<file path="src/hw/ssr_pkg.sv">
// Notes on behaviour
// - Each status group holds five subregisters.
// - Subregisters are 16 bits, 15 used.
// - Bit 15 always reads as zero.
// - Status reads stay within 0 to 32767.
// - Writes touch only mask and both filters.
// - Selector picks subregister; event is default.
// - Prefixed binary, hex, octal values also allowed.
// - One bit per source, same in all five.
// - Operation bit 4 means measurement running.
// - Status byte collects event, operation, questionable, device.
// - Individual status flag gated by poll enable.
// - Message available bit follows output queue.
// - Twelve named status groups are implemented.
// - Standard event register has its own access.
// - Rising condition sets event when rising filter set.
// - Falling condition sets event when falling filter set.
// - Event read clears; other reads do not.
// - Summary is OR of masked events, feeds parent.
package ssr_pkg;
  localparam int SSR_DW   = 16;
  localparam int SSR_SW   = 15;
  localparam int SSR_AW   = 7;
  localparam int SSR_SUBW = 3;
  localparam int SSR_GW   = 4;
  localparam int SSR_NGRP = 12;
  localparam int SSR_EW   = 8;

  // Group indices, taken from the upper address bits.
  localparam logic [SSR_GW-1:0] G_DEV    = 4'h0;
  localparam logic [SSR_GW-1:0] G_QUES   = 4'h1;
  localparam logic [SSR_GW-1:0] G_QPOW   = 4'h2;
  localparam logic [SSR_GW-1:0] G_QWIN   = 4'h3;
  localparam logic [SSR_GW-1:0] G_QCAL   = 4'h4;
  localparam logic [SSR_GW-1:0] G_OPER   = 4'h5;
  localparam logic [SSR_GW-1:0] G_OPCAL  = 4'h6;
  localparam logic [SSR_GW-1:0] G_OPMEAS = 4'h7;
  localparam logic [SSR_GW-1:0] G_OPTRIG = 4'h8;
  localparam logic [SSR_GW-1:0] G_OPSENS = 4'h9;
  localparam logic [SSR_GW-1:0] G_LLF    = 4'hA;
  localparam logic [SSR_GW-1:0] G_ULF    = 4'hB;
  localparam logic [SSR_GW-1:0] G_COM    = 4'hC;

  // Subregister selectors within a status group.
  localparam logic [SSR_SUBW-1:0] SUB_EVT  = 3'h0;
  localparam logic [SSR_SUBW-1:0] SUB_COND = 3'h1;
  localparam logic [SSR_SUBW-1:0] SUB_EN   = 3'h2;
  localparam logic [SSR_SUBW-1:0] SUB_RISE = 3'h3;
  localparam logic [SSR_SUBW-1:0] SUB_FALL = 3'h4;

  // Selectors of the common registers.
  localparam logic [SSR_SUBW-1:0] COM_STB = 3'h0;
  localparam logic [SSR_SUBW-1:0] COM_SRE = 3'h1;
  localparam logic [SSR_SUBW-1:0] COM_ESR = 3'h2;
  localparam logic [SSR_SUBW-1:0] COM_ESE = 3'h3;
  localparam logic [SSR_SUBW-1:0] COM_PPE = 3'h4;

  // Reset values of the writable subregisters.
  localparam logic [SSR_SW-1:0] RISE_RST = 15'h7FFF;
  localparam logic [SSR_SW-1:0] FALL_RST = 15'h0000;
  localparam logic [SSR_SW-1:0] EN_RST   = 15'h0000;

  // Summary bit positions in parent condition registers.
  localparam int OPER_CAL_BIT  = 0;
  localparam int OPER_MEAS_BIT = 4;
  localparam int OPER_TRIG_BIT = 5;
  localparam int OPER_SENS_BIT = 10;
  localparam int OPER_LLF_BIT  = 11;
  localparam int OPER_ULF_BIT  = 12;
  localparam int QUES_POW_BIT  = 3;
  localparam int QUES_CAL_BIT  = 8;
  localparam int QUES_WIN_BIT  = 9;

  // Status byte bit positions.
  localparam int STB_DEV  = 1;
  localparam int STB_ERR  = 2;
  localparam int STB_QUES = 3;
  localparam int STB_MAV  = 4;
  localparam int STB_ESB  = 5;
  localparam int STB_MSS  = 6;
  localparam int STB_OPER = 7;
endpackage

</file>
<file path="src/hw/ssr_grp_if.sv">
`timescale 1ns/1ps
// Signals between the top and one status group.
interface ssr_grp_if;
  import ssr_pkg::*;
  logic [SSR_SW-1:0]   cond;
  logic                wr;
  logic                rd;
  logic [SSR_SUBW-1:0] sel;
  logic [SSR_SW-1:0]   wdata;
  logic [SSR_SW-1:0]   rdval;
  logic                sum;
  modport grp (input cond, wr, rd, sel, wdata, output rdval, sum);
  modport ctl (output cond, wr, rd, sel, wdata, input rdval, sum);
endinterface

</file>
<file path="src/hw/ssr_top.sv">
`timescale 1ns/1ps
// Status reporting hierarchy with its register port.
module ssr_top
  import ssr_pkg::*;
(
  // Clock, enable and reset.
  input  wire logic                       ref_clk,
  input  wire logic                       ce,
  input  wire logic                       rst,
  // Register port.
  input  wire logic [SSR_AW-1:0]          reg_addr,
  input  wire logic [SSR_DW-1:0]          reg_wdata,
  input  wire logic                       reg_wr,
  input  wire logic                       reg_rd,
  output logic      [SSR_DW-1:0]          reg_rdata,
  // Hardware status pins, group g at bits g*15 upward.
  input  wire logic [SSR_NGRP*SSR_SW-1:0] hw_cond,
  // Same-clock sources from the message layer.
  input  wire logic [SSR_EW-1:0]          esr_set,
  input  wire logic                       err_queue_busy,
  input  wire logic                       msg_avail,
  // Summary outputs.
  output logic      [SSR_EW-1:0]          status_byte,
  output logic                            srq,
  output logic                            ist
);
  logic [SSR_NGRP*SSR_SW-1:0]       cond_s1_q;
  logic [SSR_NGRP*SSR_SW-1:0]       cond_s2_q;
  logic [SSR_NGRP-1:0][SSR_SW-1:0]  child_cond;
  logic [SSR_NGRP-1:0][SSR_SW-1:0]  grp_rdval;
  logic [SSR_NGRP-1:0]              grp_sum;
  logic [SSR_EW-1:0]                sre_q;
  logic [SSR_EW-1:0]                ese_q;
  logic [SSR_EW-1:0]                esr_q;
  logic [SSR_EW-1:0]                ppe_q;
  logic [SSR_EW-1:0]                stb_q;
  logic                             srq_q;
  logic                             ist_q;
  logic [SSR_DW-1:0]                rdata_q;
  logic [SSR_EW-1:0]                stb_w;
  logic [SSR_EW-1:0]                stb_full;
  logic [SSR_EW-1:0]                esr_d;
  logic [SSR_DW-1:0]                com_rd;
  logic [SSR_DW-1:0]                rd_mux;

  // Address fields and decodes.
  wire [SSR_GW-1:0]   grp_sel  = reg_addr[SSR_AW-1:SSR_SUBW];
  wire [SSR_SUBW-1:0] sub_sel  = reg_addr[SSR_SUBW-1:0];
  wire                grp_hit  = grp_sel < SSR_GW'(SSR_NGRP);
  wire                com_hit  = grp_sel == G_COM;
  wire                com_wr   = reg_wr && com_hit;
  wire                esr_clr  = reg_rd && com_hit && (sub_sel == COM_ESR);
  wire                mss_w    = |(stb_w & sre_q & ~(SSR_EW'(1) << STB_MSS));

  // Pins pass two flip-flops before the groups see them.
  always_ff @(posedge ref_clk) begin
    if (rst) begin
      cond_s1_q <= '0;
      cond_s2_q <= '0;
    end else if (ce) begin
      cond_s1_q <= hw_cond;
      cond_s2_q <= cond_s1_q;
    end
  end

  // Child summaries land on the parents' condition bits.
  always_comb begin
    child_cond = '0;
    child_cond[G_OPER][OPER_CAL_BIT]  = grp_sum[G_OPCAL];
    child_cond[G_OPER][OPER_MEAS_BIT] = grp_sum[G_OPMEAS];
    child_cond[G_OPER][OPER_TRIG_BIT] = grp_sum[G_OPTRIG];
    child_cond[G_OPER][OPER_SENS_BIT] = grp_sum[G_OPSENS];
    child_cond[G_OPER][OPER_LLF_BIT]  = grp_sum[G_LLF];
    child_cond[G_OPER][OPER_ULF_BIT]  = grp_sum[G_ULF];
    child_cond[G_QUES][QUES_POW_BIT]  = grp_sum[G_QPOW];
    child_cond[G_QUES][QUES_CAL_BIT]  = grp_sum[G_QCAL];
    child_cond[G_QUES][QUES_WIN_BIT]  = grp_sum[G_QWIN];
  end

  // The twelve status groups.
  ssr_grp_if gif [SSR_NGRP] ();
  for (genvar g = 0; g < SSR_NGRP; g++) begin : g_grp
    assign gif[g].cond  = cond_s2_q[g*SSR_SW +: SSR_SW] | child_cond[g];
    assign gif[g].wr    = reg_wr && (grp_sel == SSR_GW'(g));
    assign gif[g].rd    = reg_rd && (grp_sel == SSR_GW'(g));
    assign gif[g].sel   = sub_sel;
    assign gif[g].wdata = reg_wdata[SSR_SW-1:0];
    assign grp_rdval[g] = gif[g].rdval;
    assign grp_sum[g]   = gif[g].sum;
    ssr_group #(
      .W (SSR_SW)
    ) u_grp (
      .ref_clk (ref_clk),
      .ce      (ce),
      .rst     (rst),
      .bus     (gif[g].grp)
    );
  end

  // Status byte assembly.
  always_comb begin
    stb_w           = '0;
    stb_w[STB_DEV]  = grp_sum[G_DEV];
    stb_w[STB_ERR]  = err_queue_busy;
    stb_w[STB_QUES] = grp_sum[G_QUES];
    stb_w[STB_MAV]  = msg_avail;
    stb_w[STB_ESB]  = |(esr_q & ese_q);
    stb_w[STB_OPER] = grp_sum[G_OPER];
    stb_full          = stb_w;
    stb_full[STB_MSS] = mss_w;
  end

  // Standard event bits; a new event beats the read clear.
  assign esr_d = (esr_q & ~{SSR_EW{esr_clr}}) | esr_set;

  // Common register readback.
  assign com_rd = (sub_sel == COM_STB) ? SSR_DW'(stb_full) :
                  (sub_sel == COM_SRE) ? SSR_DW'(sre_q) :
                  (sub_sel == COM_ESR) ? SSR_DW'(esr_q) :
                  (sub_sel == COM_ESE) ? SSR_DW'(ese_q) :
                  (sub_sel == COM_PPE) ? SSR_DW'(ppe_q) : '0;

  // Group reads keep bit 15 at zero; unmapped reads give zero.
  assign rd_mux = grp_hit ? {1'b0, grp_rdval[grp_sel]} :
                  com_hit ? com_rd : '0;

  // Enable and event registers of the common set.
  always_ff @(posedge ref_clk) begin
    if (rst) begin
      sre_q <= '0;
      ese_q <= '0;
      ppe_q <= '0;
      esr_q <= '0;
    end else if (ce) begin
      esr_q <= esr_d;
      if (com_wr && sub_sel == COM_SRE) sre_q <= reg_wdata[SSR_EW-1:0];
      if (com_wr && sub_sel == COM_ESE) ese_q <= reg_wdata[SSR_EW-1:0];
      if (com_wr && sub_sel == COM_PPE) ppe_q <= reg_wdata[SSR_EW-1:0];
    end
  end

  // Registered outputs and read data.
  always_ff @(posedge ref_clk) begin
    if (rst) begin
      stb_q   <= '0;
      srq_q   <= 1'b0;
      ist_q   <= 1'b0;
      rdata_q <= '0;
    end else if (ce) begin
      stb_q   <= stb_full;
      srq_q   <= mss_w;
      ist_q   <= |(stb_full & ppe_q);
      rdata_q <= reg_rd ? rd_mux : '0;
    end
  end

  assign reg_rdata   = rdata_q;
  assign status_byte = stb_q;
  assign srq         = srq_q;
  assign ist         = ist_q;

  // Checks on the register port and the top level.
  msb_zero_a: assert property (@(posedge ref_clk) disable iff (rst)
    reg_rdata[SSR_DW-1] == 1'b0)
    else $error("Read data bit 15 is not zero.");
  read_idle_a: assert property (@(posedge ref_clk) disable iff (rst)
    ce && !reg_rd |=> (reg_rdata == '0))
    else $error("Read data present without a read.");
  ist_gate_a: assert property (@(posedge ref_clk) disable iff (rst)
    ce && ((stb_full & ppe_q) == '0) |=> !ist)
    else $error("Status flag set with nothing enabled.");
  esr_clear_a: assert property (@(posedge ref_clk) disable iff (rst)
    ce && esr_clr && (esr_set == '0) |=> (esr_q == '0))
    else $error("Standard event read did not clear.");
  srq_gate_a: assert property (@(posedge ref_clk) disable iff (rst)
    ce && ((stb_w & sre_q) == '0) |=> !srq && !status_byte[STB_MSS])
    else $error("Service request without an enabled source.");
  meas_path_a: assert property (@(posedge ref_clk) disable iff (rst)
    gif[G_OPER].cond[OPER_MEAS_BIT] ==
      (grp_sum[G_OPMEAS] | cond_s2_q[G_OPER*SSR_SW+OPER_MEAS_BIT]))
    else $error("Measuring summary not on operation bit 4.");
endmodule

</file>
<file path="src/hw/ssr_group.sv">
`timescale 1ns/1ps
// One status group with its five subregisters.
module ssr_group
  import ssr_pkg::*;
#(
  parameter int W = SSR_SW
) (
  // Clock, enable and reset.
  input wire logic ref_clk,
  input wire logic ce,
  input wire logic rst,
  // Access from the top.
  ssr_grp_if.grp   bus
);
  logic [W-1:0] prev_q;
  logic [W-1:0] rise_q;
  logic [W-1:0] fall_q;
  logic [W-1:0] en_q;
  logic [W-1:0] ev_q;
  wire  [W-1:0] rise_ev;
  wire  [W-1:0] fall_ev;
  wire  [W-1:0] set_w;
  wire  [W-1:0] ev_d;
  wire          clr_w;

  // Edge filters; each bit works on its own.
  assign rise_ev = bus.cond & ~prev_q & rise_q;
  assign fall_ev = ~bus.cond & prev_q & fall_q;
  assign set_w   = rise_ev | fall_ev;
  assign clr_w   = bus.rd && (bus.sel == SUB_EVT);
  // A new event in the read cycle survives the clear.
  assign ev_d    = (ev_q & ~{W{clr_w}}) | set_w;
  assign bus.sum = |(ev_q & en_q);

  // Readback by selector; unknown selectors read zero.
  assign bus.rdval = (bus.sel == SUB_EVT)  ? ev_q :
                     (bus.sel == SUB_COND) ? bus.cond :
                     (bus.sel == SUB_EN)   ? en_q :
                     (bus.sel == SUB_RISE) ? rise_q :
                     (bus.sel == SUB_FALL) ? fall_q : '0;

  // Previous condition and latched events.
  always_ff @(posedge ref_clk) begin
    if (rst) begin
      prev_q <= '0;
      ev_q   <= '0;
    end else if (ce) begin
      prev_q <= bus.cond;
      ev_q   <= ev_d;
    end
  end

  // Only the mask and the two filters accept writes.
  always_ff @(posedge ref_clk) begin
    if (rst) begin
      rise_q <= W'(RISE_RST);
      fall_q <= W'(FALL_RST);
      en_q   <= W'(EN_RST);
    end else if (ce && bus.wr) begin
      if (bus.sel == SUB_EN) en_q <= bus.wdata;
      if (bus.sel == SUB_RISE) rise_q <= bus.wdata;
      if (bus.sel == SUB_FALL) fall_q <= bus.wdata;
    end
  end

  // Checks on the event logic.
  rise_set_a: assert property (@(posedge ref_clk) disable iff (rst)
    ce |=> ((ev_q & $past(rise_ev)) == $past(rise_ev)))
    else $error("Enabled rising edge did not set event.");
  fall_set_a: assert property (@(posedge ref_clk) disable iff (rst)
    ce |=> ((ev_q & $past(fall_ev)) == $past(fall_ev)))
    else $error("Enabled falling edge did not set event.");
  no_spurious_a: assert property (@(posedge ref_clk) disable iff (rst)
    ce |=> ((ev_q & ~$past(ev_q) & ~$past(set_w)) == '0))
    else $error("Event bit set without a filtered edge.");
  read_clear_a: assert property (@(posedge ref_clk) disable iff (rst)
    ce && clr_w && (set_w == '0) |=> (ev_q == '0))
    else $error("Event read did not clear events.");
  cfg_keep_a: assert property (@(posedge ref_clk) disable iff (rst)
    ce && !bus.wr |=> $stable(rise_q) && $stable(fall_q) && $stable(en_q))
    else $error("Configuration changed without a write.");
endmodule

</file>
<file path="config.mk">
export PLATFORM = sky130hd
export DESIGN_NAME = ssr_top
export DESIGN_NICKNAME = d
export VERILOG_FILES = /design/src/hw/ssr_pkg.sv /design/src/hw/ssr_grp_if.sv /design/src/hw/ssr_top.sv /design/src/hw/ssr_group.sv
export SDC_FILE = /design/constraint.sdc
export NUM_CORES = 2
export LEC_CHECK = 0
export BUFFER_PORTS_ARGS = -buffer_cell sky130_fd_sc_hd__buf_4
export CELL_PAD_IN_SITES_DETAIL_PLACEMENT = 0
export CELL_PAD_IN_SITES_GLOBAL_PLACEMENT = 1
export CORE_ASPECT_RATIO = 0.7
export CORE_MARGIN = 1.5
export CORE_UTILIZATION = 25
export DETAILED_ROUTE_END_ITERATION = 7
export PLACE_DENSITY_LB_ADDON = 0.1
export SKIP_CTS_REPAIR_TIMING = 1
export SLEW_MARGIN = 20
export SYNTH_ARGS = -nofsm -noshare
export SYNTH_HDL_FRONTEND = slang
export SYNTH_HIERARCHICAL = 1
export SYNTH_SLANG_ARGS = --single-unit
</file>
<file path="constraint.sdc">
create_clock -name ref_clk -period 6.4 [get_ports ref_clk]
set_clock_uncertainty 0.05 [all_clocks]
set_input_delay 1.28 -clock ref_clk [delete_from_list [all_inputs] [get_ports ref_clk]]
set_output_delay 1.28 -clock ref_clk [all_outputs]
set_load 0.05 [all_outputs]
</file>
==> flow_summary.yaml <==
status:
  status: "complete, no violations"
synth:
  synth_flop_cell: "dfxtp_1"
  synth-edff-count: 0
  synth_warnings: 6
  synth-seq-cells: 1315
  synth_cells: 6492
  synth_cell_types: 62
  syn_area_per_cell_um2: 9.77
  synth_top_area_share_pct: 41.5
  yosys-top-cells-area: "dfxtp_1, mux2i_1, nor2_1"
  synthArstFlopShare_pct: 0
  seq_area_frac_synth_pct: 41.5
  synth_area_mm2: 0.0634
  synth_area_leader_cell: "dfxtp_1"
die:
  ioPinCount: 244
  start_util_pct: 25.2
  die-area_mm2: 0.257
  core_mm2: 0.252
  die_h_um: 424
  rows: 154
  die_x_um: 605
sta:
  rsz0062_at_grt: "no"
  worstMarginPinSlew_ps: 1130
  slew_viol_final: 0
  setup_viol: 0
  relSlewSlack_pct: 24.1
  finalHoldViolCount: 0
  fin_tns_setup_ps: 0
  clock.fmax_mhz: 251
  period_minus_slack_ps: 3990
  period_share_pct: 62.4
pwr:
  p_leak_nw: 29.0
  peakVddDrop_mv: 0.169
  internal-power_mw: 14.3
  power.switching_mw: 5.16
  power_frac_comb_pct: 9.4
  switching_share_pct: 26.6
  clkPwrFrac_pct: 46.7
  p_seq_share_pct: 43.9
  power.density_mw_per_mm2: 267
clocking:
  cts_root_buf: "clkbuf_16"
  cts_max_level: 4
  clk_pin_slew_ps: 60
  clock_tree.buffer_depth: 4
  cts_tree: "yes"
  cts.sink_count: 1315
  worst_skew_pair.late_latency_ps: 830
  cts-buffers-inserted: 160
routing:
  antenna_left: 0
  dr_total_vias: 48400
  totalWireLength_mm: 247
  avgViaCountPerCell: 4.85
  drt-wirelength-per-cell_um: 24.7
  drt_iter0_markers: 3162
  dr.pass1.iters: 5
  drc: 0
setup_path:
  end_kind: "register"
  ff2ff_setup_slack_ps: 2490
  worstPathArrival_ps: 4650
  crit_fanout: 70
  slowest_delay_ps: 640
  r2r-end: "reg_rdata[5]$_SDFFE_PP0P_"
  crit_path_start_kind: "primary input"
  crit_type: "primary input to register"
  cp_cell_sequence: "buf_8 -> buf_4 -> mux4_2 -> nor2b_1 -> a31o_1 -> mux4_1 -> mux2_2 -> nand2_1 -> a21oi_1"
  worstPathRequired_ps: 7050
  ff2ff_path_depth: 12
  critPathSlowestCell: "mux4_1"
  timing.rr.start: "g_grp[8].u_grp/en_q[2]$_SDFFE_PP0P_"
global_route:
  grt-ovfl-total: 0
  track_usage_pct: 18.7
  grt_max_degree: 119
  grt_pass1_wl_mm: 355
  grt_pass1_vias: 46800
  antenna_found_initial: 22
placed_design:
  post-dp-hpwl_mm: 161
  place.gp.congestion: 0.775
  portBuffers: 240
min_path:
  min_to: "cond_s2_q[16]$_SDFFE_PP0P_"
  min_path_cells: 2
  hold_class: "register to register"
  hold_start: "cond_s1_q[16]$_SDFFE_PP0P_"
final_layout:
  final_common_cell: "mux2i_1"
  layout-drive-gt1-share_pct: 10.8
  syn2layout_area_growth_pct: 14.6
  fin_nets: 6742
  final_cell_mix: "mux2i_1, dfxtp_1, nor2_1"
  utilization_pct: 28.9
  fill_cells: 26300
run:
  cap_violations: 0
-- cells in the mapped netlist, drive strengths merged (37+ instances only) --
master	number
nor2	988
o21ai	220
o2bb2ai	37
mux4	51
clkbuf	181
a2bb2oi	132
o22ai	137
nand2b	544
o211a	132
dfxtp	1315
nand3b	180
a21oi	159
a22oi	70
mux2i	1330
nor2b	46
buf	310
nand2	215
a22o	192
-- power by group through the flow --
stage | logic [mW] | clock network, mW | registers (mW)
4_1_cts | 1.86 | 9.41 | 8.54
2_1_floorplan | 1.13 | 0 | 8.64
6_report | 1.82 | 9.06 | 8.54
5_1_grt | 1.96 | 9.74 | 8.56
3_3_place_gp | 1.84 | 0 | 8.72
3_5_place_dp | 1.85 | 0 | 8.72
-- worst max path at each step --
| stage | start | end | cells past startpoint |
|---|---|---|---|
| after detailed placement | reg_addr[0] | reg_rdata[9]$_SDFFE_PP0P_ | 9 |
| after CTS | g_grp[8].u_grp/en_q[2]$_SDFFE_PP0P_ | reg_rdata[5]$_SDFFE_PP0P_ | 12 |
| after floorplan | reg_addr[0] | reg_rdata[0]$_SDFFE_PP0P_ | 9 |
| final | reg_addr[0] | reg_rdata[9]$_SDFFE_PP0P_ | 9 |
| after global routing | g_grp[8].u_grp/en_q[2]$_SDFFE_PP0P_ | reg_rdata[5]$_SDFFE_PP0P_ | 12 |
| after global placement | reg_addr[0] | reg_rdata[9]$_SDFFE_PP0P_ | 9 |
-- per-stage QoR --
stage	area (µm²)	worst slack (ps)	total power [mW]	hold WS, ps	std cells
2_1_floorplan	63400	3120	9.77	402	6493
3_3_place_gp	67700	1530	10.6	425	9716
3_5_place_dp	67700	1540	10.6	429	9716
4_1_cts	72700	2370	19.8	440	9982
5_1_grt	72700	2220	20.3	457	9982
6_report	72700	2410	19.4	427	9989
-- layout make-up --
type | count | area (µm²) | share of cell area [%]
timing repair buffer | 361 | 2990 | 4.11
tap | 3354 | 4200 | 5.77
antenna | 7 | 17.5 | 0.0241
clock inverter | 33 | 345 | 0.475
sequential | 1315 | 26300 | 36.2
inverter | 11 | 41.3 | 0.0568
multi-input combinational | 4675 | 34200 | 47.0
clock buffer | 233 | 4620 | 6.35
-- sequential cells by signal, indices dropped and copies added (netlist names), 8 cells and up --
register,count
cond_s1_q,180
cond_s2_q,180
g_grp.u_grp/en_q,180
g_grp.u_grp/ev_q,180
g_grp.u_grp/fall_q,180
g_grp.u_grp/prev_q,180
g_grp.u_grp/rise_q,180
reg_rdata,15
ese_q,8
esr_q,8
ppe_q,8
sre_q,8
-- critical path, delay by kind of cell --
kind | cells | cell delay (ps)
mux | 3 | 1550
buf+inv | 2 | 1170
compound gates | 2 | 250
simple gates | 2 | 220
-- metal layers --
metal  vias to the layer above  routed length, µm  global-route usage (%)
met5                         -                 15                       0
li1                      23400                  -                       -
met4                         4               3700                    3.41
met1                     23900             126000                    27.8
met2                       890             107000                    28.8
met3                       229              10200                    2.50
-- logic make-up (layout without fill, tap and decap cells) --
logic type,count (synthesis),count (layout),synth area share [%]
other cells,1,9,0.00591
flops,1315,1315,41.5
simple gates,2096,2096,16.8
compound gates,1188,1188,13.9
mux,1389,1389,23.1
buf+inv,503,638,4.70
Note: power is estimated with default switching activity, not from simulation.
